`src/shared/pcm_regs.svh`:
```
`ifndef PCM_REGS_SVH
`define PCM_REGS_SVH
// Byte addresses
`define PCM_ADDR_POWER_CONTROL 12'h1c4
`define PCM_ADDR_EVENT_FLAGS 12'h1c8
`define PCM_ADDR_WAKE_ENABLE 12'h1cc
`define PCM_ADDR_MEMORY_CONTROL 12'h1d0
// Power control fields
`define PCM_PC_BUTTON 31
`define PCM_PC_IRQ_PIN 30
`define PCM_PC_POWER_GOOD 29
`define PCM_PC_VIDEO_HI 28
`define PCM_PC_VIDEO_LO 27
`define PCM_PC_HALF_SPEED 26
`define PCM_PC_DECOUPLE 25
`define PCM_PC_LIMIT_HI 15
`define PCM_PC_LIMIT_LO 12
`define PCM_PC_TIMER_EN 11
`define PCM_PC_CUTOFF_EN 10
`define PCM_PC_CUTOFF_PEND 9
`define PCM_PC_CUTOFF_OCC 8
`define PCM_PC_SHORT_SETTLE 7
`define PCM_PC_BYPASS 5
`define PCM_PC_HALT 4
`define PCM_PC_DEBOUNCE 3
`define PCM_PC_POR_SEEN 2
`define PCM_PC_SUPPLY_EN 1
`define PCM_PC_CORE_ON 0
`define PCM_MEM_SLEEP_BIT 0
`define PCM_NUM_FLAGS 7
// Reset values
`define PCM_RST_ZERO 32'h0000_0000
`define PCM_RST_POR_SEEN 1'b1
`define PCM_RST_LIMIT 4'h0
// Timer
`define PCM_TIMER_MAX 4'hf
`define PCM_TIMER_STEP 4'h1
// Times in ms and tick periods
`define PCM_TICK_2MS_MS 2
`define PCM_TICK_8MS_MS 8
`define PCM_SETTLE_SHORT_MIN_MS 4
`define PCM_SETTLE_LONG_MIN_MS 16
`define PCM_DEBOUNCE_MIN_MS 16
// Tick counts: first tick lands anywhere within one period, so min/period + 1
`define PCM_SETTLE_SHORT_TICKS 2'((`PCM_SETTLE_SHORT_MIN_MS / `PCM_TICK_2MS_MS) + 1)
`define PCM_SETTLE_LONG_TICKS 2'((`PCM_SETTLE_LONG_MIN_MS / `PCM_TICK_8MS_MS) + 1)
`define PCM_DEBOUNCE_TICKS 2'((`PCM_DEBOUNCE_MIN_MS / `PCM_TICK_8MS_MS) + 1)
`define PCM_CNT_STEP 2'h1
// AXI responses
`define PCM_RESP_OKAY 2'h0
`define PCM_RESP_SLVERR 2'h2
`endif

```
`src/shared/pcm_pkg.sv`:
```
`default_nettype none
package pcm_pkg;
	typedef struct packed {
		logic on_button;
		logic power_irq_pin;
		logic power_good;
	} pcm_pins_t;
	typedef struct packed {
		logic sys_clock_en;
		logic core_clock_en;
		logic bus_clock_en;
		logic video_clock_en;
		logic peripheral_clock_decouple;
	} pcm_clk_t;
	typedef enum logic [2:0] {
		FLAG_WAKE_TIMER,
		FLAG_IRQ_RISE,
		FLAG_IRQ_FALL,
		FLAG_GOOD_RISE,
		FLAG_GOOD_FALL,
		FLAG_BUTTON_RISE,
		FLAG_BUTTON_FALL
	} pcm_flag_t;
endpackage
`default_nettype wire

```
`src/rtl/pcm_top.sv`:
```
// Notes on behaviour
// [RULE1] Sleep request drives memory pins low and puts dynamic memory in self-refresh.
// [RULE2] First access outside cache and internal registers clears the sleep request.
// [RULE3] Wake timer is a 4-bit up counter held at zero while disabled.
// [RULE4] Enabled wake timer counts one per 8 ms tick, at most fifteen steps.
// [RULE5] Wake timer flag sets when enabled count equals the programmed limit.
// [RULE6] Power interrupt pin rise and fall each set their own flag.
// [RULE7] Power good rise and fall each set their own flag.
// [RULE8] Button rise and fall flagged separately; debounce waits 16 to 24 ms stable.
// [RULE9] Bits 31..29 read live button, interrupt pin and power good levels.
// [RULE10] Video ratio field divides video master clock by 1, 2, 4 or 8.
// [RULE11] Half-speed bit halves internal clocks except free-running and oscillator clocks.
// [RULE12] Decouple bit frees peripheral clocks from the core clock ratio.
// [RULE13] Cutoff pending sets whenever a wake event raises both supply bits.
// [RULE14] Enabled cutoff with pending set and power good falling drops both supplies.
// [RULE15] Cutoff occurred bit sets on a forced cutoff; software clears it after.
// [RULE16] System clock gated 4-6 ms or 16-24 ms after core supply rises.
// [RULE17] Bypass bit enables system clock as soon as core supply is on.
// [RULE18] Halt bit gates core clock; any enabled flag setting clears it.
// [RULE19] Debounce bit delays button flags and wake; else immediate on transition.
// [RULE20] Power-on reset seen bit resets to one.
// [RULE21] Button press or enabled flag with power good high sets both supply bits.
// [RULE22] Supply bits stay high while any enabled flag is pending.
// [RULE23] Enabled flag latched while power good low powers up once it rises.
// [RULE24] Each event flag stays set until software clears it.
`timescale 1ns/1ns
`default_nettype none
`include "pcm_regs.svh"
module pcm_top (
	input wire logic aclk,
	input wire logic aresetn,
	input wire logic [11:0] s_axi_awaddr,
	input wire logic s_axi_awvalid,
	output logic s_axi_awready,
	input wire logic [31:0] s_axi_wdata,
	input wire logic [3:0] s_axi_wstrb,
	input wire logic s_axi_wvalid,
	output logic s_axi_wready,
	output logic [1:0] s_axi_bresp,
	output logic s_axi_bvalid,
	input wire logic s_axi_bready,
	input wire logic [11:0] s_axi_araddr,
	input wire logic s_axi_arvalid,
	output logic s_axi_arready,
	output logic [31:0] s_axi_rdata,
	output logic [1:0] s_axi_rresp,
	output logic s_axi_rvalid,
	input wire logic s_axi_rready,
	input wire pcm_pkg::pcm_pins_t pins,
	input wire logic tick_2ms,
	input wire logic tick_8ms,
	input wire logic video_master_clock,
	input wire logic external_access,
	output pcm_pkg::pcm_clk_t clocks,
	output logic supply_enable_out,
	output logic core_supply_rail,
	output logic memory_sleep_request
);
	function automatic logic [31:0] merge(input logic [31:0] old, input logic [31:0] nw, input logic [3:0] strb);
		logic [31:0] r;
		r = old;
		for (int i = 0; i < 4; i++) begin
			if (strb[i]) begin
				r[i*8 +: 8] = nw[i*8 +: 8];
			end
		end
		return r;
	endfunction

	function automatic logic mapped(input logic [11:0] a);
		return (a == `PCM_ADDR_POWER_CONTROL) || (a == `PCM_ADDR_EVENT_FLAGS) ||
			(a == `PCM_ADDR_WAKE_ENABLE) || (a == `PCM_ADDR_MEMORY_CONTROL);
	endfunction

	// Write channel capture
	logic aw_have_q, w_have_q;
	logic [11:0] awaddr_q;
	logic [31:0] wdata_q;
	logic [3:0] wstrb_q;
	logic wr_fire;
	assign s_axi_awready = !aw_have_q;
	assign s_axi_wready = !w_have_q;
	assign wr_fire = aw_have_q && w_have_q && !s_axi_bvalid;

	always_ff @(posedge aclk) begin
		if (!aresetn) begin
			aw_have_q <= 1'b0;
			awaddr_q <= 12'h000;
		end else if (s_axi_awvalid && s_axi_awready) begin
			aw_have_q <= 1'b1;
			awaddr_q <= s_axi_awaddr;
		end else if (wr_fire) begin
			aw_have_q <= 1'b0;
		end
	end

	always_ff @(posedge aclk) begin
		if (!aresetn) begin
			w_have_q <= 1'b0;
			wdata_q <= `PCM_RST_ZERO;
			wstrb_q <= 4'h0;
		end else if (s_axi_wvalid && s_axi_wready) begin
			w_have_q <= 1'b1;
			wdata_q <= s_axi_wdata;
			wstrb_q <= s_axi_wstrb;
		end else if (wr_fire) begin
			w_have_q <= 1'b0;
		end
	end

	always_ff @(posedge aclk) begin
		if (!aresetn) begin
			s_axi_bvalid <= 1'b0;
			s_axi_bresp <= `PCM_RESP_OKAY;
		end else if (wr_fire) begin
			s_axi_bvalid <= 1'b1;
			s_axi_bresp <= mapped(awaddr_q) ? `PCM_RESP_OKAY : `PCM_RESP_SLVERR;
		end else if (s_axi_bready) begin
			s_axi_bvalid <= 1'b0;
		end
	end

	// Register state
	logic [31:0] pc_q, pc_m, flag_m, en_m;
	logic [`PCM_NUM_FLAGS-1:0] flags_q, enable_q, events, clr;
	logic wr_pc, wr_flags, wr_en, wr_mem, pend_any, wake_now;
	assign wr_pc = wr_fire && (awaddr_q == `PCM_ADDR_POWER_CONTROL);
	assign wr_flags = wr_fire && (awaddr_q == `PCM_ADDR_EVENT_FLAGS);
	assign wr_en = wr_fire && (awaddr_q == `PCM_ADDR_WAKE_ENABLE);
	assign wr_mem = wr_fire && (awaddr_q == `PCM_ADDR_MEMORY_CONTROL);
	assign pc_m = merge(pc_q, wdata_q, wstrb_q);
	assign flag_m = merge(`PCM_RST_ZERO, wdata_q, wstrb_q);
	assign en_m = merge({25'h000_0000, enable_q}, wdata_q, wstrb_q);
	assign clr = wr_flags ? flag_m[`PCM_NUM_FLAGS-1:0] : '0;
	assign pend_any = |(flags_q & enable_q);
	assign wake_now = |(events & enable_q);

	// Input history and edges
	logic irq_prev_q, good_prev_q, btn_raw_q, btn_db_q, btn_prev_q;
	logic [1:0] db_cnt_q;
	logic good_fall;
	always_ff @(posedge aclk) begin
		if (!aresetn) begin
			irq_prev_q <= 1'b0;
			good_prev_q <= 1'b0;
			btn_raw_q <= 1'b0;
			btn_prev_q <= 1'b0;
		end else begin
			irq_prev_q <= pins.power_irq_pin;
			good_prev_q <= pins.power_good;
			btn_raw_q <= pins.on_button;
			btn_prev_q <= btn_db_q;
		end
	end

	always_ff @(posedge aclk) begin
		if (!aresetn) begin
			btn_db_q <= 1'b0;
			db_cnt_q <= 2'h0;
		end else if (!pc_q[`PCM_PC_DEBOUNCE]) begin
			btn_db_q <= btn_raw_q; // RULE19
			db_cnt_q <= 2'h0;
		end else if (btn_raw_q == btn_db_q) begin
			db_cnt_q <= 2'h0;
		end else if (tick_8ms) begin
			if (db_cnt_q + `PCM_CNT_STEP == `PCM_DEBOUNCE_TICKS) begin
				btn_db_q <= btn_raw_q; // RULE8 RULE19
				db_cnt_q <= 2'h0;
			end else begin
				db_cnt_q <= db_cnt_q + `PCM_CNT_STEP;
			end
		end
	end

	// Wake timer
	logic [3:0] timer_q;
	logic match_q, match;
	assign match = pc_q[`PCM_PC_TIMER_EN] && (timer_q == pc_q[`PCM_PC_LIMIT_HI:`PCM_PC_LIMIT_LO]);
	always_ff @(posedge aclk) begin
		if (!aresetn || !pc_q[`PCM_PC_TIMER_EN]) begin
			timer_q <= 4'h0; // RULE3
		end else if (tick_8ms && timer_q != `PCM_TIMER_MAX) begin
			timer_q <= timer_q + `PCM_TIMER_STEP; // RULE4
		end
	end
	always_ff @(posedge aclk) begin
		if (!aresetn) begin
			match_q <= 1'b0;
		end else begin
			match_q <= match;
		end
	end

	assign good_fall = good_prev_q && !pins.power_good;
	always_comb begin
		events = '0;
		events[pcm_pkg::FLAG_WAKE_TIMER] = match && !match_q; // RULE5
		events[pcm_pkg::FLAG_IRQ_RISE] = !irq_prev_q && pins.power_irq_pin; // RULE6
		events[pcm_pkg::FLAG_IRQ_FALL] = irq_prev_q && !pins.power_irq_pin; // RULE6
		events[pcm_pkg::FLAG_GOOD_RISE] = !good_prev_q && pins.power_good; // RULE7
		events[pcm_pkg::FLAG_GOOD_FALL] = good_fall; // RULE7
		events[pcm_pkg::FLAG_BUTTON_RISE] = btn_db_q && !btn_prev_q; // RULE8
		events[pcm_pkg::FLAG_BUTTON_FALL] = !btn_db_q && btn_prev_q; // RULE8
	end

	always_ff @(posedge aclk) begin
		if (!aresetn) begin
			flags_q <= '0;
			enable_q <= '0;
		end else begin
			flags_q <= (flags_q & ~clr) | events; // RULE24
			if (wr_en) begin
				enable_q <= en_m[`PCM_NUM_FLAGS-1:0];
			end
		end
	end

	// Supply sequencing
	logic power_up, cutoff;
	assign power_up = !pc_q[`PCM_PC_CORE_ON] && pins.power_good &&
		(events[pcm_pkg::FLAG_BUTTON_RISE] || pend_any); // RULE21 RULE23
	assign cutoff = pc_q[`PCM_PC_CUTOFF_EN] && pc_q[`PCM_PC_CUTOFF_PEND] &&
		pc_q[`PCM_PC_CORE_ON] && good_fall; // RULE14

	always_ff @(posedge aclk) begin
		if (!aresetn) begin
			pc_q <= `PCM_RST_ZERO;
			pc_q[`PCM_PC_POR_SEEN] <= `PCM_RST_POR_SEEN; // RULE20
		end else begin
			if (wr_pc) begin
				pc_q[`PCM_PC_VIDEO_HI:`PCM_PC_DECOUPLE] <= pc_m[`PCM_PC_VIDEO_HI:`PCM_PC_DECOUPLE];
				pc_q[`PCM_PC_LIMIT_HI:`PCM_PC_SHORT_SETTLE] <= pc_m[`PCM_PC_LIMIT_HI:`PCM_PC_SHORT_SETTLE];
				pc_q[`PCM_PC_BYPASS:`PCM_PC_POR_SEEN] <= pc_m[`PCM_PC_BYPASS:`PCM_PC_POR_SEEN];
				pc_q[`PCM_PC_SUPPLY_EN] <= pc_m[`PCM_PC_SUPPLY_EN] || pend_any; // RULE22
				pc_q[`PCM_PC_CORE_ON] <= pc_m[`PCM_PC_CORE_ON] || pend_any; // RULE22
			end
			if (wake_now) begin
				pc_q[`PCM_PC_HALT] <= 1'b0; // RULE18
			end
			if (cutoff) begin
				pc_q[`PCM_PC_SUPPLY_EN] <= 1'b0; // RULE14
				pc_q[`PCM_PC_CORE_ON] <= 1'b0;
				pc_q[`PCM_PC_CUTOFF_OCC] <= 1'b1; // RULE15
			end
			if (power_up) begin
				pc_q[`PCM_PC_SUPPLY_EN] <= 1'b1; // RULE21
				pc_q[`PCM_PC_CORE_ON] <= 1'b1;
				pc_q[`PCM_PC_CUTOFF_PEND] <= 1'b1; // RULE13
			end
		end
	end

	// Clock settle after core supply rises
	logic core_prev_q, settled_q, settle_tick;
	logic [1:0] settle_cnt_q, settle_target;
	assign settle_tick = pc_q[`PCM_PC_SHORT_SETTLE] ? tick_2ms : tick_8ms;
	assign settle_target = pc_q[`PCM_PC_SHORT_SETTLE] ? `PCM_SETTLE_SHORT_TICKS : `PCM_SETTLE_LONG_TICKS;
	always_ff @(posedge aclk) begin
		if (!aresetn) begin
			core_prev_q <= 1'b0;
			settled_q <= 1'b0;
			settle_cnt_q <= 2'h0;
		end else begin
			core_prev_q <= pc_q[`PCM_PC_CORE_ON];
			if (!pc_q[`PCM_PC_CORE_ON]) begin
				settled_q <= 1'b0;
				settle_cnt_q <= 2'h0;
			end else if (!settled_q && settle_tick) begin
				if (settle_cnt_q + `PCM_CNT_STEP == settle_target) begin
					settled_q <= 1'b1; // RULE16
				end
				settle_cnt_q <= settle_cnt_q + `PCM_CNT_STEP;
			end
		end
	end

	// Clock enables
	logic half_q, video_en_q;
	logic [2:0] video_cnt_q, video_mask;
	assign video_mask = 3'((4'h1 << pc_q[`PCM_PC_VIDEO_HI:`PCM_PC_VIDEO_LO]) - 4'h1);
	always_ff @(posedge aclk) begin
		if (!aresetn) begin
			half_q <= 1'b0;
			video_cnt_q <= 3'h0;
			video_en_q <= 1'b0;
		end else begin
			half_q <= !half_q;
			video_en_q <= video_master_clock && ((video_cnt_q & video_mask) == 3'h0); // RULE10
			if (video_master_clock) begin
				video_cnt_q <= video_cnt_q + 3'h1;
			end
		end
	end
	assign clocks.sys_clock_en = pc_q[`PCM_PC_CORE_ON] && (settled_q || pc_q[`PCM_PC_BYPASS]); // RULE16 RULE17
	assign clocks.core_clock_en = clocks.sys_clock_en && !pc_q[`PCM_PC_HALT] &&
		(!pc_q[`PCM_PC_HALF_SPEED] || half_q); // RULE18 RULE11
	assign clocks.bus_clock_en = clocks.sys_clock_en && (!pc_q[`PCM_PC_HALF_SPEED] || half_q); // RULE11
	assign clocks.video_clock_en = video_en_q;
	assign clocks.peripheral_clock_decouple = pc_q[`PCM_PC_DECOUPLE]; // RULE12
	assign supply_enable_out = pc_q[`PCM_PC_SUPPLY_EN];
	assign core_supply_rail = pc_q[`PCM_PC_CORE_ON];

	// Memory sleep request
	logic mem_sleep_q;
	always_ff @(posedge aclk) begin
		if (!aresetn || external_access) begin
			mem_sleep_q <= 1'b0; // RULE2
		end else if (wr_mem) begin
			mem_sleep_q <= flag_m[`PCM_MEM_SLEEP_BIT]; // RULE1
		end
	end
	assign memory_sleep_request = mem_sleep_q; // RULE1

	// Read channel
	logic [31:0] rd_val;
	always_comb begin
		rd_val = `PCM_RST_ZERO;
		if (s_axi_araddr == `PCM_ADDR_POWER_CONTROL) begin
			rd_val = pc_q;
			rd_val[`PCM_PC_BUTTON] = pins.on_button; // RULE9
			rd_val[`PCM_PC_IRQ_PIN] = pins.power_irq_pin;
			rd_val[`PCM_PC_POWER_GOOD] = pins.power_good;
		end else if (s_axi_araddr == `PCM_ADDR_EVENT_FLAGS) begin
			rd_val[`PCM_NUM_FLAGS-1:0] = flags_q;
		end else if (s_axi_araddr == `PCM_ADDR_WAKE_ENABLE) begin
			rd_val[`PCM_NUM_FLAGS-1:0] = enable_q;
		end else if (s_axi_araddr == `PCM_ADDR_MEMORY_CONTROL) begin
			rd_val[`PCM_MEM_SLEEP_BIT] = mem_sleep_q;
		end
	end
	assign s_axi_arready = !s_axi_rvalid;
	always_ff @(posedge aclk) begin
		if (!aresetn) begin
			s_axi_rvalid <= 1'b0;
			s_axi_rdata <= `PCM_RST_ZERO;
			s_axi_rresp <= `PCM_RESP_OKAY;
		end else if (s_axi_arvalid && s_axi_arready) begin
			s_axi_rvalid <= 1'b1;
			s_axi_rdata <= rd_val;
			s_axi_rresp <= mapped(s_axi_araddr) ? `PCM_RESP_OKAY : `PCM_RESP_SLVERR;
		end else if (s_axi_rready) begin
			s_axi_rvalid <= 1'b0;
		end
	end

	// Checks
	a_timer_held_zero: assert property (@(posedge aclk) disable iff (!aresetn)
		!pc_q[`PCM_PC_TIMER_EN] |=> timer_q == 4'h0) else $error("timer not held"); // RULE3
	a_timer_step_tick: assert property (@(posedge aclk) disable iff (!aresetn)
		pc_q[`PCM_PC_TIMER_EN] && $past(pc_q[`PCM_PC_TIMER_EN]) && timer_q != $past(timer_q)
		|-> $past(tick_8ms) && timer_q == $past(timer_q) + 4'h1) else $error("timer step wrong"); // RULE4
	a_timer_flag_set: assert property (@(posedge aclk) disable iff (!aresetn)
		match && !match_q |=> flags_q[pcm_pkg::FLAG_WAKE_TIMER]) else $error("timer flag missed"); // RULE5
	a_flag_sticky_hold: assert property (@(posedge aclk) disable iff (!aresetn)
		flags_q[pcm_pkg::FLAG_IRQ_RISE] && !wr_flags |=> flags_q[pcm_pkg::FLAG_IRQ_RISE])
		else $error("flag dropped"); // RULE24
	a_good_fall_flag: assert property (@(posedge aclk) disable iff (!aresetn)
		$fell(pins.power_good) |=> flags_q[pcm_pkg::FLAG_GOOD_FALL]) else $error("good fall missed"); // RULE7
	a_power_up_both: assert property (@(posedge aclk) disable iff (!aresetn)
		power_up |=> supply_enable_out && core_supply_rail && pc_q[`PCM_PC_CUTOFF_PEND])
		else $error("power up incomplete"); // RULE13
	a_cutoff_drops_supply: assert property (@(posedge aclk) disable iff (!aresetn)
		cutoff && !power_up |=> !supply_enable_out && pc_q[`PCM_PC_CUTOFF_OCC]) else $error("cutoff failed"); // RULE14
	a_pending_keeps_supply: assert property (@(posedge aclk) disable iff (!aresetn)
		pend_any && core_supply_rail && !cutoff |=> core_supply_rail) else $error("supply dropped"); // RULE22
	a_halt_cleared_wake: assert property (@(posedge aclk) disable iff (!aresetn)
		wake_now |=> !pc_q[`PCM_PC_HALT]) else $error("halt not cleared"); // RULE18
	a_clock_gated_start: assert property (@(posedge aclk) disable iff (!aresetn)
		$rose(core_supply_rail) && !pc_q[`PCM_PC_BYPASS] |-> !clocks.sys_clock_en)
		else $error("clock not gated"); // RULE16
	a_sleep_cleared_access: assert property (@(posedge aclk) disable iff (!aresetn)
		external_access |=> !memory_sleep_request) else $error("sleep not cleared"); // RULE2
endmodule
`default_nettype wire

```
`config.mk`:
```
export PLATFORM = sky130hd
export DESIGN_NAME = pcm_top
export DESIGN_NICKNAME = d
export VERILOG_FILES = /design/src/shared/pcm_pkg.sv /design/src/rtl/pcm_top.sv
export VERILOG_INCLUDE_DIRS = /design/src /design/src/shared
export SDC_FILE = /design/constraint.sdc
export NUM_CORES = 1
export LEC_CHECK = 0
export ABC_AREA = 0
export BUFFER_PORTS_ARGS = -buffer_cell sky130_fd_sc_hd__buf_2
export CAP_MARGIN = 15
export CORE_MARGIN = 1.5
export CORE_UTILIZATION = 24
export DETAILED_ROUTE_END_ITERATION = 8
export MAX_ROUTING_LAYER = met4
export PLACE_DENSITY = 0.42
export SETUP_SLACK_MARGIN = 0.4
export SLEW_MARGIN = 20
export SYNTH_ARGS = -nofsm -noshare
export SYNTH_HDL_FRONTEND = slang
export SYNTH_SLANG_ARGS = --single-unit
```
`constraint.sdc`:
```
create_clock -name aclk -period 2.7 [get_ports aclk]
set_input_delay 0.135 -clock aclk [delete_from_list [all_inputs] [get_ports aclk]]
set_output_delay 0.135 -clock aclk [all_outputs]
set_load 0.03 [all_outputs]
```
# Word-level counts from Yosys, hierarchy flattened
# Index checks and enable logic that the tools add are counted.
# op_classes
n_eq_ne	16
muxes	31
shift	1
n_bitwise	8
n_addsub	5
n_reduce_logical	82
# op_table
operator	count
$eq A12 B9 Y1 const B	8
$logic_and A1 B1 Y1	29
$mux W7	4
$mux W25	1
$and A7 B7 Y7	3
$logic_not A1 Y1	18
$mux W1	16
$reduce_and A2 Y1	8
$reduce_bool A2 Y1	8
$mux W2	7
$logic_or A1 B1 Y1	13
$mux W8	1
$reduce_or A8 Y1	1
$not A7 Y7	1
$or A7 B7 Y7	1
$reduce_or A7 Y1	1
$mux W6	1
$add A2 B1 Y2 const B	2
$add A4 B1 Y4 const B	1
$eq A2 B2 Y1 const B	2
$eq A4 B4 Y1	1
$ne A2 B2 Y1 const B	2
$ne A4 B4 Y1 const B	1
$add A3 B1 Y3 const B	1
other kinds (11)	12
# totals
wordCells	176
output_inout_bits	49
regBits	139

# Logic depth before layout (Yosys ltp)
# Gate-level depths: netlist of run 1.
# depth
depth_word	7
ltp_mapped	6

# Least setup slack after synthesis of run 1
# Ideal clock, no wire load.
# synth_timing
path_kind	register -> register
from	register awaddr_q[9]
to	register flags_q[4]
t_required_ps	2558
stages_incl_launch_ff	6
arrival_time_ps	1970
synth_period_minus_slack_ps	2112
n_path_buf	1
path_slack_ps	588
path_cell_list	dfxtp_1 or4b_4 or4_1 buf_2 nor3_1 a31oi_1
# synth_between
elab_chain_cells	6
# synth_rtl
item	line	rtl
from (decl)	pcm_top.sv:77	logic [11:0] awaddr_q;
from (signal assigned)	pcm_top.sv:91	awaddr_q <= s_axi_awaddr;
$eq A12 B9 Y1 (no line)	n/a	
$logic_and A1 B1 Y1	pcm_top.sv:128	assign wr_flags = wr_fire && (awaddr_q == `PCM_ADDR_EVENT_FLAGS);
$mux W7	pcm_top.sv:134	assign clr = wr_flags ? flag_m[`PCM_NUM_FLAGS-1:0] : '0;
$not A7 Y7	pcm_top.sv:211	flags_q <= (flags_q & ~clr) | events;
$and A7 B7 Y7	pcm_top.sv:211	
$or A7 B7 Y7	pcm_top.sv:211	
to (signal assigned)	pcm_top.sv:211	
to (decl)	pcm_top.sv:125	logic [`PCM_NUM_FLAGS-1:0] flags_q, enable_q, events, clr;
# Every way passes these cells.
# A chain may end at the register's enable or synchronous reset.

# Worst setup path after layout of run 1
# layout_timing
from	register awaddr_q[9]
to	register pc_q[0]
# layout_between
elab_chain_cells	3
# layout_rtl
item	line	rtl
$eq A12 B9 Y1 (no line)	n/a	
$logic_and A1 B1 Y1	pcm_top.sv:127	assign wr_pc = wr_fire && (awaddr_q == `PCM_ADDR_POWER_CONTROL);
$reduce_bool A3 Y1 (no line)	n/a	
to (signal assigned)	pcm_top.sv:227	pc_q <= `PCM_RST_ZERO;
to (signal, indexed assignment)	pcm_top.sv:228	pc_q[`PCM_PC_POR_SEEN] <= `PCM_RST_POR_SEEN;
to (signal, indexed assignment)	pcm_top.sv:231	pc_q[`PCM_PC_VIDEO_HI:`PCM_PC_DECOUPLE] <= pc_m[`PCM_PC_VIDEO_HI:`PCM_PC_DECOUPLE];
to (decl)	pcm_top.sv:124	logic [31:0] pc_q, pc_m, flag_m, en_m;
# Every way passes these cells.

==> results.txt, run 1 <==
Hold WS: 0.00852 ns
critical path type: flop to flop
clk buf depth: 2
Syn. warnings: 0
Critical Path End Type: flop
share of layout cells above drive strength 1: 20.6%
worst hold path class: primary input to flop
pins over their slew limit: 0
Placed Cells: 950
I/O pin count: 123
flop2flop setup slack: 0.49 ns
synthesized area: 4960 um2
Die Wd: 147 um
dpl cell area: 5720 um2
worst reg2reg startpoint: awaddr_q[9]
htree depth: 4
post-synthesis mux area share: 1.87%
EDFF count, synth: 0
Critical Path Max Stage Delay: 0.57 ns
crit path from: awaddr_q[9]
leak pwr: 2.58 nW
fmax: 453 MHz
via count: 4,707
status: finished, final reports clean
top-count cell post-synth: nand2_1
# Post-CTS Setup Buffers: 0
post-synthesis compound-gate area fraction: 17.3%
final setup fails: 0
NetSw: 0.00110 W
Non-Filler Cell Area, Final: 6730 um2
post-synthesis sequential area ratio: 47.6%
Area Overhead vs Synth: 35.5%
Setup TNS: 0 ns
part of the power in registers: 41.0%
die area: 21,500 um2
Initial Util: 24.5%
global-route usage over all layers: 14.8%
Core Box Area: 20,200 um2
xor/xnor share of the synthesized area: 1.94%
top cell type's share of synthesized area: 47.6%
synthesized flop and latch total: 118
Synth Instances: 607
drt pass-1 iters: 4
largest family of logic cells by synthesized area: simple AND/OR/NAND/NOR gates
initial drt markers: 253
clk sink count: 118
root buffer selected by CTS: clkbuf_16
Vias/cell: 4.61
Final min period: 2.21 ns
Max-Cap Viols: 0
Max Fanout on Critical Path: 14
sum of net half-perimeters after detailed placement: 10,800 um
Hold Vio Cnt, Final: 0
worst reg2reg path depth: 5
Worst slew margin: 42.5%
Crit path arrival time: 2.50 ns
Num CTS Buffers: 17
top cells by area, synth: dfxtp_1 (48%), a21oi_1 (9.4%), nand2_1 (9.3%)
global-route wire length before repair: 24,300 um
Sw Share: 24.4%
Synth Area per Inst: 8.18 um2
Period Utilization, post-route: 81.8%
residual DRC count: 0
fin nets: 816
largest net degree at the start of global routing: 53
diode count: 0
RSZ-0062 raised after global routing: no
Worst-Skew Late Latency: 0.42 ns
Final GP Congestion: 0.823
fin util: 33.2%
worst path cell trace: or4b_4 -> or4_1 -> buf_4 -> nor4_1 -> o31ai_1
synth unique cells: 51
combinational share of power: 8.2%
site row count: 52
Simple-Gate Fraction of Synth Area: 24.6%
port bufs: 98
total grt overflow: 0
Synth async-reset ratio: 0%
P_int: 0.00340 W
Worst setup SP type: flop
pwr dens: 669 nW/um2
Clock Power Share: 50.7%
total wire length: 15,000 um
Critical Path RT: 2.99 ns
Worst VDD drop: 0.000396 V
Synth Flop Type: dfxtp_1
CP max stage cell: or4b_4
adder-cell share of the synthesized area: 0.756%
Worst R2R End: pc_q[0]
Post-Layout Cell Count: 1,022
Worst Skew: 0.00763 ns
top cells by count, synth: nand2_1 (123), dfxtp_1 (118), a21oi_1 (93)
Routed Antenna Nets: 0
Die Ht: 147 um
Worst Setup EP: pc_q[0]
Synth area leader: dfxtp_1
number of global-route vias before repair: 4,702
Avg WL per Cell: 14.7 um
Slew @ Worst Pin: 0.861 ns
initial antenna violation count: 0
CTS tree: built
clock slew at reported path FFs: 0.06 ns
[how the worst min path moves through the flow]
stage                         start                    to  slack (ns)  cells past startpoint
floorplan           external_access  memory_sleep_request        0.21                      1
global placement    external_access  memory_sleep_request        0.33                      2
detailed placement  external_access  memory_sleep_request        0.33                      2
CTS                         pins[0]       s_axi_rdata[29]       0.002                      3
global route         s_axi_wdata[8]            wdata_q[8]       0.002                      3
finish                      pins[0]       s_axi_rdata[29]       0.009                      3
[state kept, by name, summed over array words and instances (netlist names), 2 cells and up]
name          flops
wdata_q          20
wstrb_q           3
db_cnt_q          2
pc_q             19
enable_q          7
video_cnt_q       3
flags_q           7
timer_q           4
s_axi_rdata      23
settle_cnt_q      2
awaddr_q         12
[per-stage QoR]
stage	setup slack [ns]	total power (W)
final	0.492	0.00450
after global routing	0.417	0.00470
after CTS	0.441	0.00456
after detailed placement	0.455	0.00221
after global placement	0.485	0.00220
after floorplan	0.588	0.00209
[layout make-up]
cell class,instances,area [um2]
fillers,2165,13500
multi-input cells,436,2370
flip-flops and latches,118,2360
repair buffers,150,993
clock buffers,21,480
well taps,270,338
clock inverters,11,124
inverters,16,60.1
[routing by layer]
metal	global-route usage, %	routed length (um)	vias up
li1	-	-	2363
met1	19.2	7240	2177
met2	22.6	6690	148
met3	3.91	899	19
met4	4.49	187	0
met5	-	0	-
[critical path: cells and delay by family (launching register included)]
family / cells / cell delay, ns
simple gates: 3 / 1.43
flops: 1 / 0.31
buf+inv: 1 / 0.23
compound gates: 1 / 0.10
[repair_timing]
item | CTS | global route
hold endpoints to repair | 41 | 0
resized for setup | 0 | 1
hold buffers | 40 | 0
setup endpoints to repair | 0 | 11
[layout by cell type (no fill, tap or decap), types with 11 or more instances in the layout]
cell type,count
a21oi_1,93
buf_2,98
buf_4,11
clkbuf_16,17
conb_1,11
dfxtp_1,118
dlygate4sd3_1,40
inv_1,14
nand2_1,123
nand3_1,28
nand4_1,11
nor2_1,21
nor2b_1,16
o21ai_0,26
[kinds of logic (layout without fill, tap and decap cells)]
group	Yosys count	count (layout)
AND/OR/NAND/NOR	248	248
AO/OA/AOI/OAI	154	154
flip-flops	118	118
buffers and inverters	63	198
XOR/XNOR	11	11
multiplexers	9	9
adder cells (fa/ha/maj)	3	3
other	1	11
[power groups by stage]
stage	combinational [W]	clock (W)	sequential [W]
2_1_floorplan	0.000214	0	0.00188
3_3_place_gp	0.000323	0	0.00188
3_5_place_dp	0.000328	0	0.00188
4_1_cts	0.000373	0.00234	0.00185
5_1_grt	0.000411	0.00243	0.00185
6_report	0.000370	0.00228	0.00185
Note: power is estimated with default switching activity, not from simulation.
==> inputs of run 2 (changes only) <==
--- a/config.mk
+++ b/config.mk
@@ -6,7 +6,7 @@
 export SDC_FILE = /design/constraint.sdc
 export NUM_CORES = 1
 export LEC_CHECK = 0
-export ABC_AREA = 0
+export ABC_AREA = 1
 export BUFFER_PORTS_ARGS = -buffer_cell sky130_fd_sc_hd__buf_2
 export CAP_MARGIN = 15
 export CORE_MARGIN = 1.5
==> constraint.sdc (replaced) <==
create_clock -name aclk -period 2.3 [get_ports aclk]
set_input_delay 0.115 -clock aclk [delete_from_list [all_inputs] [get_ports aclk]]
set_output_delay 0.115 -clock aclk [all_outputs]
set_load 0.03 [all_outputs]
==> results.txt, run 2 <==
worst reg2reg startpoint: aw_have_q
CTS tree: built
post-synthesis sequential area ratio: 46.5% (-1.1 points)
crit path from: pc_q[0]
Hold Path Origin: s_axi_wdata[6]
final setup fails: 0 (unchanged)
Largest register FFs: 23 (unchanged)
EDFF count, synth: 0 (unchanged)
RSZ-0062 raised after global routing: no
adder-cell share of the synthesized area: 0.739% (-0.017 points)
top cells by area, synth: dfxtp_1 (47%), o21ai_0 (8.4%), nor2_1 (6.7%)
synth unique cells: 35 (-31%)
I/O pin count: 123 (unchanged)
post-synthesis mux area share: 0% (-1.9 points)
status: finished, final reports clean
Worst Skew: 0.0125 ns (+0.00488 ns)
Initial Util: 24.3% (-0.21 points)
Placed Cells: 1,043 (+9.8%)
Core Box Area: 20,900 um2 (+3.2%)
largest registers: s_axi_rdata (23), wdata_q (20), pc_q (19)
Final GP Congestion: 0.792 (-3.7%)
Synth Flop Type: dfxtp_1
CP max stage cell: dfxtp_2
Num CTS Buffers: 17 (unchanged)
Crit path top cell by count: inv_1
Post-Layout Cell Count: 1,116 (+9.2%)
post-synthesis compound-gate area fraction: 18.3% (+0.93 points)
Synth Instances: 689 (+14%)
drt pass-1 iters: 4 (unchanged)
Syn. warnings: 0 (unchanged)
Hold WS: 0.0107 ns (+0.00220 ns)
site row count: 53 (+1.9%)
worst path cell trace: inv_1 -> a21oi_1 -> inv_1 -> nor3_2 -> buf_2
fin util: 32.9% (-0.35 points)
total wire length: 14,900 um (-0.56%)
root buffer selected by CTS: clkbuf_16
diode count: 0 (unchanged)
synthesized area: 5080 um2 (+2.3%)
Hold Vio Cnt, Final: 0 (unchanged)
global-route usage over all layers: 14.5% (-0.36 points)
Routed Antenna Nets: 0 (unchanged)
initial drt markers: 228 (-9.9%)
top-count cell post-synth: dfxtp_1
xor/xnor share of the synthesized area: 0.345% (-1.6 points)
Worst setup SP type: flop
Setup TNS: 0 ns (unchanged)
initial antenna violation count: 0 (unchanged)
leak pwr: 3.00 nW (+16%)
Critical Path RT: 2.18 ns (-0.81 ns)
Worst slew margin: 65.1% (+23 points)
clk sink count: 118 (unchanged)
Area Overhead vs Synth: 35.3%
Period Utilization, post-route: 75.2%
Worst VDD drop: 0.000519 V (+31%)
worst hold path class: primary input to flop
Critical Path Max Stage Delay: 0.44 ns (-0.13 ns)
synthesized flop and latch total: 118 (unchanged)
Max Fanout on Critical Path: 7 (-7)
Simple-Gate Fraction of Synth Area: 23.4% (-1.2 points)
commonest cells after routing, fill and taps aside: dfxtp_1 (117), buf_2 (98), nor2_1 (89)
top cell type's share of synthesized area: 46.5% (-1.1 points)
clock slew at reported path FFs: 0.06 ns (about the same)
Largest Register: s_axi_rdata
Non-Filler Cell Area, Final: 6870 um2 (+2.2%)
largest family of logic cells by synthesized area: simple AND/OR/NAND/NOR gates
Avg WL per Cell: 13.4 um (-8.9%)
via count: 4,811 (+2.2%)
largest net degree at the start of global routing: 45 (-15%)
fin nets: 905 (+11%)
htree depth: 4 (unchanged)
Synth Area per Inst: 7.37 um2 (-9.8%)
dpl cell area: 5820 um2 (+1.7%)
fmax: 578 MHz
port bufs: 98 (unchanged)
pwr dens: 809 nW/um2 (+21%)
Buf+Inv Stages, Crit Path: 3 (+2)
Crit path arrival time: 1.62 ns (-0.88 ns)
Synth async-reset ratio: 0% (unchanged)
pins over their slew limit: 0 (unchanged)
Final min period: 1.73 ns
number of global-route vias before repair: 4,575 (-2.7%)
Die Wd: 148 um (+1.1%)
global-route wire length before repair: 23,800 um (-1.9%)
Max-Cap Viols: 0 (unchanged)
Worst-Skew Late Latency: 0.42 ns (about the same)
residual DRC count: 0 (unchanged)
Vias/cell: 4.31 (-6.4%)
Die Ht: 148 um (+1.1%)
clk buf depth: 2 (unchanged)
commonest non-fill, non-tap cell in the layout: dfxtp_1
Critical Path End Type: output pin
Slew @ Worst Pin: 0.521 ns (-0.340 ns)
die area: 22,000 um2 (+2.3%)
CP delay by family, top: flip-flops
# Post-CTS Setup Buffers: 0 (unchanged)
top cells by count, synth: dfxtp_1 (118), nor2_1 (90), nand2_1 (86)
share of layout cells above drive strength 1: 19.3% (-1.3 points)
total grt overflow: 0 (unchanged)
Synth area leader: dfxtp_1
sum of net half-perimeters after detailed placement: 10,900 um (+1.1%)
flop2flop setup slack: 0.63 ns (+0.14 ns)
critical path type: flop to output pin
## run 2: changes by cell type in the layout (fill, tap and decap cells not counted), sizes merged, moves of 6 or more
| cell | before | now |
|---|---|---|
| nand3 | 28 | 52 |
| xnor2 | 8 | 1 |
| a21oi | 93 | 66 |
| a211oi | 2 | 13 |
| nor2 | 21 | 97 |
| inv | 15 | 87 |
| o21ai | 28 | 86 |
| and2 | 6 | 0 |
| nor2b | 16 | 0 |
| o31ai | 9 | 0 |
| mux2i | 7 | 0 |
| nor3 | 6 | 12 |
| nand2 | 123 | 89 |
## run 2: metrics by stage
| step | power (W) | setup slack, ns |
|---|---|---|
| after detailed placement | 0.00271 | 0.192 |
| final | 0.00556 | 0.569 |
| after floorplan | 0.00255 | 0.405 |
| after CTS | 0.00563 | 0.534 |
| after global placement | 0.00271 | 0.262 |
| after global routing | 0.00578 | 0.418 |
## run 2: report_power, final
part | internal [W] | total (W) | switching [W]
Sequential | 0.00214 | 0.00220 | 0.0000662
Combinational | 0.000190 | 0.000516 | 0.000326
Clock | 0.00186 | 0.00284 | 0.000978
## run 2: cell type report
class	count	area (um2)
multi-input combinational	454	2220
clock buffer	19	453
fill	2270	14000
timing repair buffer	148	968
sequential	118	2360
tap	275	344
clock inverter	13	179
inverter	89	338
## run 2: routing by layer
layer | global-route usage, % | vias to the layer above | routed length [um]
li1 | - | 2536 | -
met1 | 19.2 | 2162 | 7700
met2 | 21.6 | 99 | 6450
met3 | 3.56 | 14 | 620
met4 | 4.60 | 0 | 160
met5 | - | - | 0
## run 2: kinds of logic after synthesis
kind of cell	Yosys count
flops	118
buf+inv	127
other cells	1
xor+xnor	2
compound gates	174
simple gates	264
fa+ha+maj	3
## run 2: tightest hold or removal path, delay by kind of cell
family,cells,cell delay [ns]
buf+inv,1,0.09
compound gates,2,0.18
## run 2: worst paths after layout
kind,to,cells after the start
worst max-delay path,clocks[3],5
worst min-delay path,wdata_q[6],3
worst max register to register,awaddr_q[9],4
worst min register to register,half_q,1
## run 2: timing repair
action	4_1_cts	5_1_grt
hold endpoints to repair	45	0
resized for setup	2	2
setup endpoints to repair	24	8
hold buffers	41	0
==> inputs of run 3 (changes only) <==
--- a/config.mk
+++ b/config.mk
@@ -6,14 +6,14 @@
 export SDC_FILE = /design/constraint.sdc
 export NUM_CORES = 1
 export LEC_CHECK = 0
-export ABC_AREA = 1
+export ABC_AREA = 0
 export BUFFER_PORTS_ARGS = -buffer_cell sky130_fd_sc_hd__buf_2
 export CAP_MARGIN = 15
 export CORE_MARGIN = 1.5
 export CORE_UTILIZATION = 24
 export DETAILED_ROUTE_END_ITERATION = 8
 export MAX_ROUTING_LAYER = met4
-export PLACE_DENSITY = 0.42
+export PLACE_DENSITY = 0.44
 export SETUP_SLACK_MARGIN = 0.4
 export SLEW_MARGIN = 20
 export SYNTH_ARGS = -nofsm -noshare
==> constraint.sdc (replaced) <==
create_clock -name aclk -period 1.55 [get_ports aclk]
set_input_delay 0.0775 -clock aclk [delete_from_list [all_inputs] [get_ports aclk]]
set_output_delay 0.0775 -clock aclk [all_outputs]
set_load 0.03 [all_outputs]
==> results.txt, run 3 (synthesis gave the netlist of run 1 again) <==
status: finished, violations left
failing checks: setup timing
Final min period: 2.02 ns
CTS tree: built
Vias/cell: 4.60 (+6.7%)
clock slew at reported path FFs: 0.05 ns (about the same)
die area: 21,500 um2 (-2.2%)
total wire length: 16,900 um (+13%)
Critical Path RT: 1.89 ns (-0.29 ns)
number of global-route vias before repair: 4,963 (+8.5%)
Worst Setup Slack, final: -0.470 ns (-1.04 ns)
global-route usage over all layers: 16.1% (+1.6 points)
port bufs: 98 (unchanged)
sum of net half-perimeters after detailed placement: 11,500 um (+5.5%)
Slew @ Worst Pin: 0.559 ns (+0.0382 ns)
global-route wire length before repair: 26,000 um (+9.1%)
Die Ht: 147 um (-1.1%)
WHS Endpoint: s_axi_rdata[6]
Core Box Area: 20,200 um2 (-3.1%)
CP delay by family, top: simple AND/OR/NAND/NOR gates
commonest cells after routing, fill and taps aside: nand2_1 (117), dfxtp_1 (104), buf_2 (87)
Worst-Skew Late Latency: 0.42 ns (about the same)
largest net degree at the start of global routing: 64 (+42%)
GR peak layer: met2
Worst VDD drop: 0.000763 V (+47%)
Crit path arrival time: 2.36 ns (+0.74 ns)
commonest non-fill, non-tap cell in the layout: nand2_1
initial antenna violation count: 0 (unchanged)
flop2flop setup slack: -0.47 ns (-1.10 ns)
worst hold path class: primary input to flop
met1 usage in global routing: 21.3% (+2.2 points)
RSZ-0062 raised after global routing: yes
met2 GRT Util: 23.9% (+2.3 points)
via count: 5,007 (+4.1%)
Worst R2R End: memory_sleep_request
CP max stage cell: or4_4
Fillers: 2,072 (-8.7%)
Critical Path Max Stage Delay: 0.56 ns (+0.12 ns)
initial drt markers: 280 (+23%)
total power: 0.00774 W (+39%)
Largest Register: s_axi_rdata
site row count: 52 (-1.9%)
Avg WL per Cell: 15.5 um (+16%)
residual DRC count: 0 (unchanged)
drt pass-1 iters: 4 (unchanged)
Largest register FFs: 23 (unchanged)
dpl cell area: 6100 um2 (+4.9%)
root buffer selected by CTS: clkbuf_16
largest registers: s_axi_rdata (23), wdata_q (20), pc_q (19)
Worst slew margin: 62.6% (-2.5 points)
critical path type: flop to flop
Hold Path Cell Cnt: 3 (unchanged)
pins over their slew limit: 0 (unchanged)
Max-Cap Viols: 0 (unchanged)
total grt overflow: 0 (unchanged)
Final GP Congestion: 0.808 (+1.9%)
htree depth: 4 (unchanged)
final setup fails: 35 (+35)
pwr dens: 973 nW/um2 (+20%)
Setup TNS: -13.91 ns (-13.91 ns)
Critical Path End Type: flop
fmax: 495 MHz
Post-Layout Cell Count: 1,089 (-2.4%)
Buf+Inv Stages, Crit Path: 0 (-3)
Worst Skew: 0.00521 ns (-0.00730 ns)
worst reg2reg path depth: 4 (unchanged)
clk buf depth: 2 (unchanged)
leak pwr: 3.06 nW (+1.8%)
Worst setup SP type: flop
share of layout cells above drive strength 1: 36.7% (+17 points)
Area Overhead vs Synth: 60.2%
fin nets: 883 (-2.4%)
Num CTS Buffers: 17 (unchanged)
Placed Cells: 986 (-5.5%)
Max Fanout on Critical Path: 6 (-1)
Hold Vio Cnt, Final: 0 (unchanged)
Non-Filler Cell Area, Final: 7950 um2 (+16%)
clk sink count: 118 (unchanged)
worst path cell trace: or4bb_4 -> or4_4 -> or3_4 -> a211oi_2
Hold Path Origin: s_axi_araddr[3]
Period Utilization, post-route: 130%
met3 Usage GRT: 4.50% (+0.94 points)
Routed Antenna Nets: 0 (unchanged)
Die Wd: 147 um (-1.1%)
I/O pin count: 123 (unchanged)
Initial Util: 24.5% (+0.21 points)
worst reg2reg startpoint: awaddr_q[11]
## run 3: cell count changes in the layout (fill, tap and decap cells not counted), sizes merged, moves of 7 or more
cell | previous run | this run
o31ai | 0 | 9
nand2 | 89 | 123
o21ai | 86 | 28
nor2b | 0 | 16
buf | 107 | 167
mux2i | 0 | 7
a211oi | 13 | 2
nor2 | 97 | 21
nand3 | 52 | 28
clkbuf | 19 | 30
a21oi | 66 | 93
xnor2 | 1 | 8
inv | 87 | 15
## run 3: routing by layer
layer  routed length [um]  vias to the layer above
met5                    0                        -
met1                 8330                     2344
met4                  244                        0
met3                  844                       18
met2                 7460                      138
li1                     -                     2507
## run 3: metrics by stage
step	utilization, %	worst slack, ns	hold slack [ns]
after floorplan	-	-0.423	0.156
after global placement	30.2	-0.449	0.274
after detailed placement	30.2	-0.489	0.275
after CTS	37.2	-0.491	0.00627
after global routing	39.3	-0.506	0.0452
final	39.3	-0.470	0.0277
## run 3: what timing repair did
| action | CTS | global route |
|---|---|---|
| setup endpoints to repair | 70 | 108 |
| resized for setup | 77 | 84 |
| buffers inserted | 13 | 5 |
| hold endpoints to repair | 49 | 1 |
| hold buffers | 45 | 1 |
| cloned | 3 | 4 |
| pin swaps | 16 | 31 |
## run 3: report_power, final
group / internal, W / total (W) / leakage, nW / switching (W)
Sequential: 0.00313 / 0.00320 / 0.969 / 0.0000755
Combinational: 0.000434 / 0.000934 / 1.82 / 0.000499
Clock: 0.00228 / 0.00360 / 0.270 / 0.00132
## run 3: worst min-delay path, delay by kind of cell
family	cells	cell delay, ns
AO/OA/AOI/OAI	1	0.06
buffers and inverters	1	0.15
AND/OR/NAND/NOR	1	0.10
## run 3: worst max path at each step
stage                       from              endpoint  slack (ns)  depth (start not counted)
finish              awaddr_q[11]  memory_sleep_request       -0.47                          4
global route        awaddr_q[11]  memory_sleep_request       -0.51                          4
CTS                 awaddr_q[10]  memory_sleep_request       -0.49                          4
detailed placement   awaddr_q[1]  memory_sleep_request       -0.49                          4
global placement     awaddr_q[1]           enable_q[4]       -0.45                          5
floorplan            awaddr_q[1]  memory_sleep_request       -0.42                          5
## run 3: final cells by class
class / count / area [um2] / area share, %
antenna: 1 / 2.50 / 0.0315
clock buffer: 28 / 527 / 6.63
clock inverter: 3 / 15.0 / 0.189
inverter: 16 / 67.6 / 0.850
multi-input combinational: 438 / 2830 / 35.6
sequential: 118 / 2400 / 30.2
tap: 270 / 338 / 4.25
timing repair buffer: 215 / 1780 / 22.3
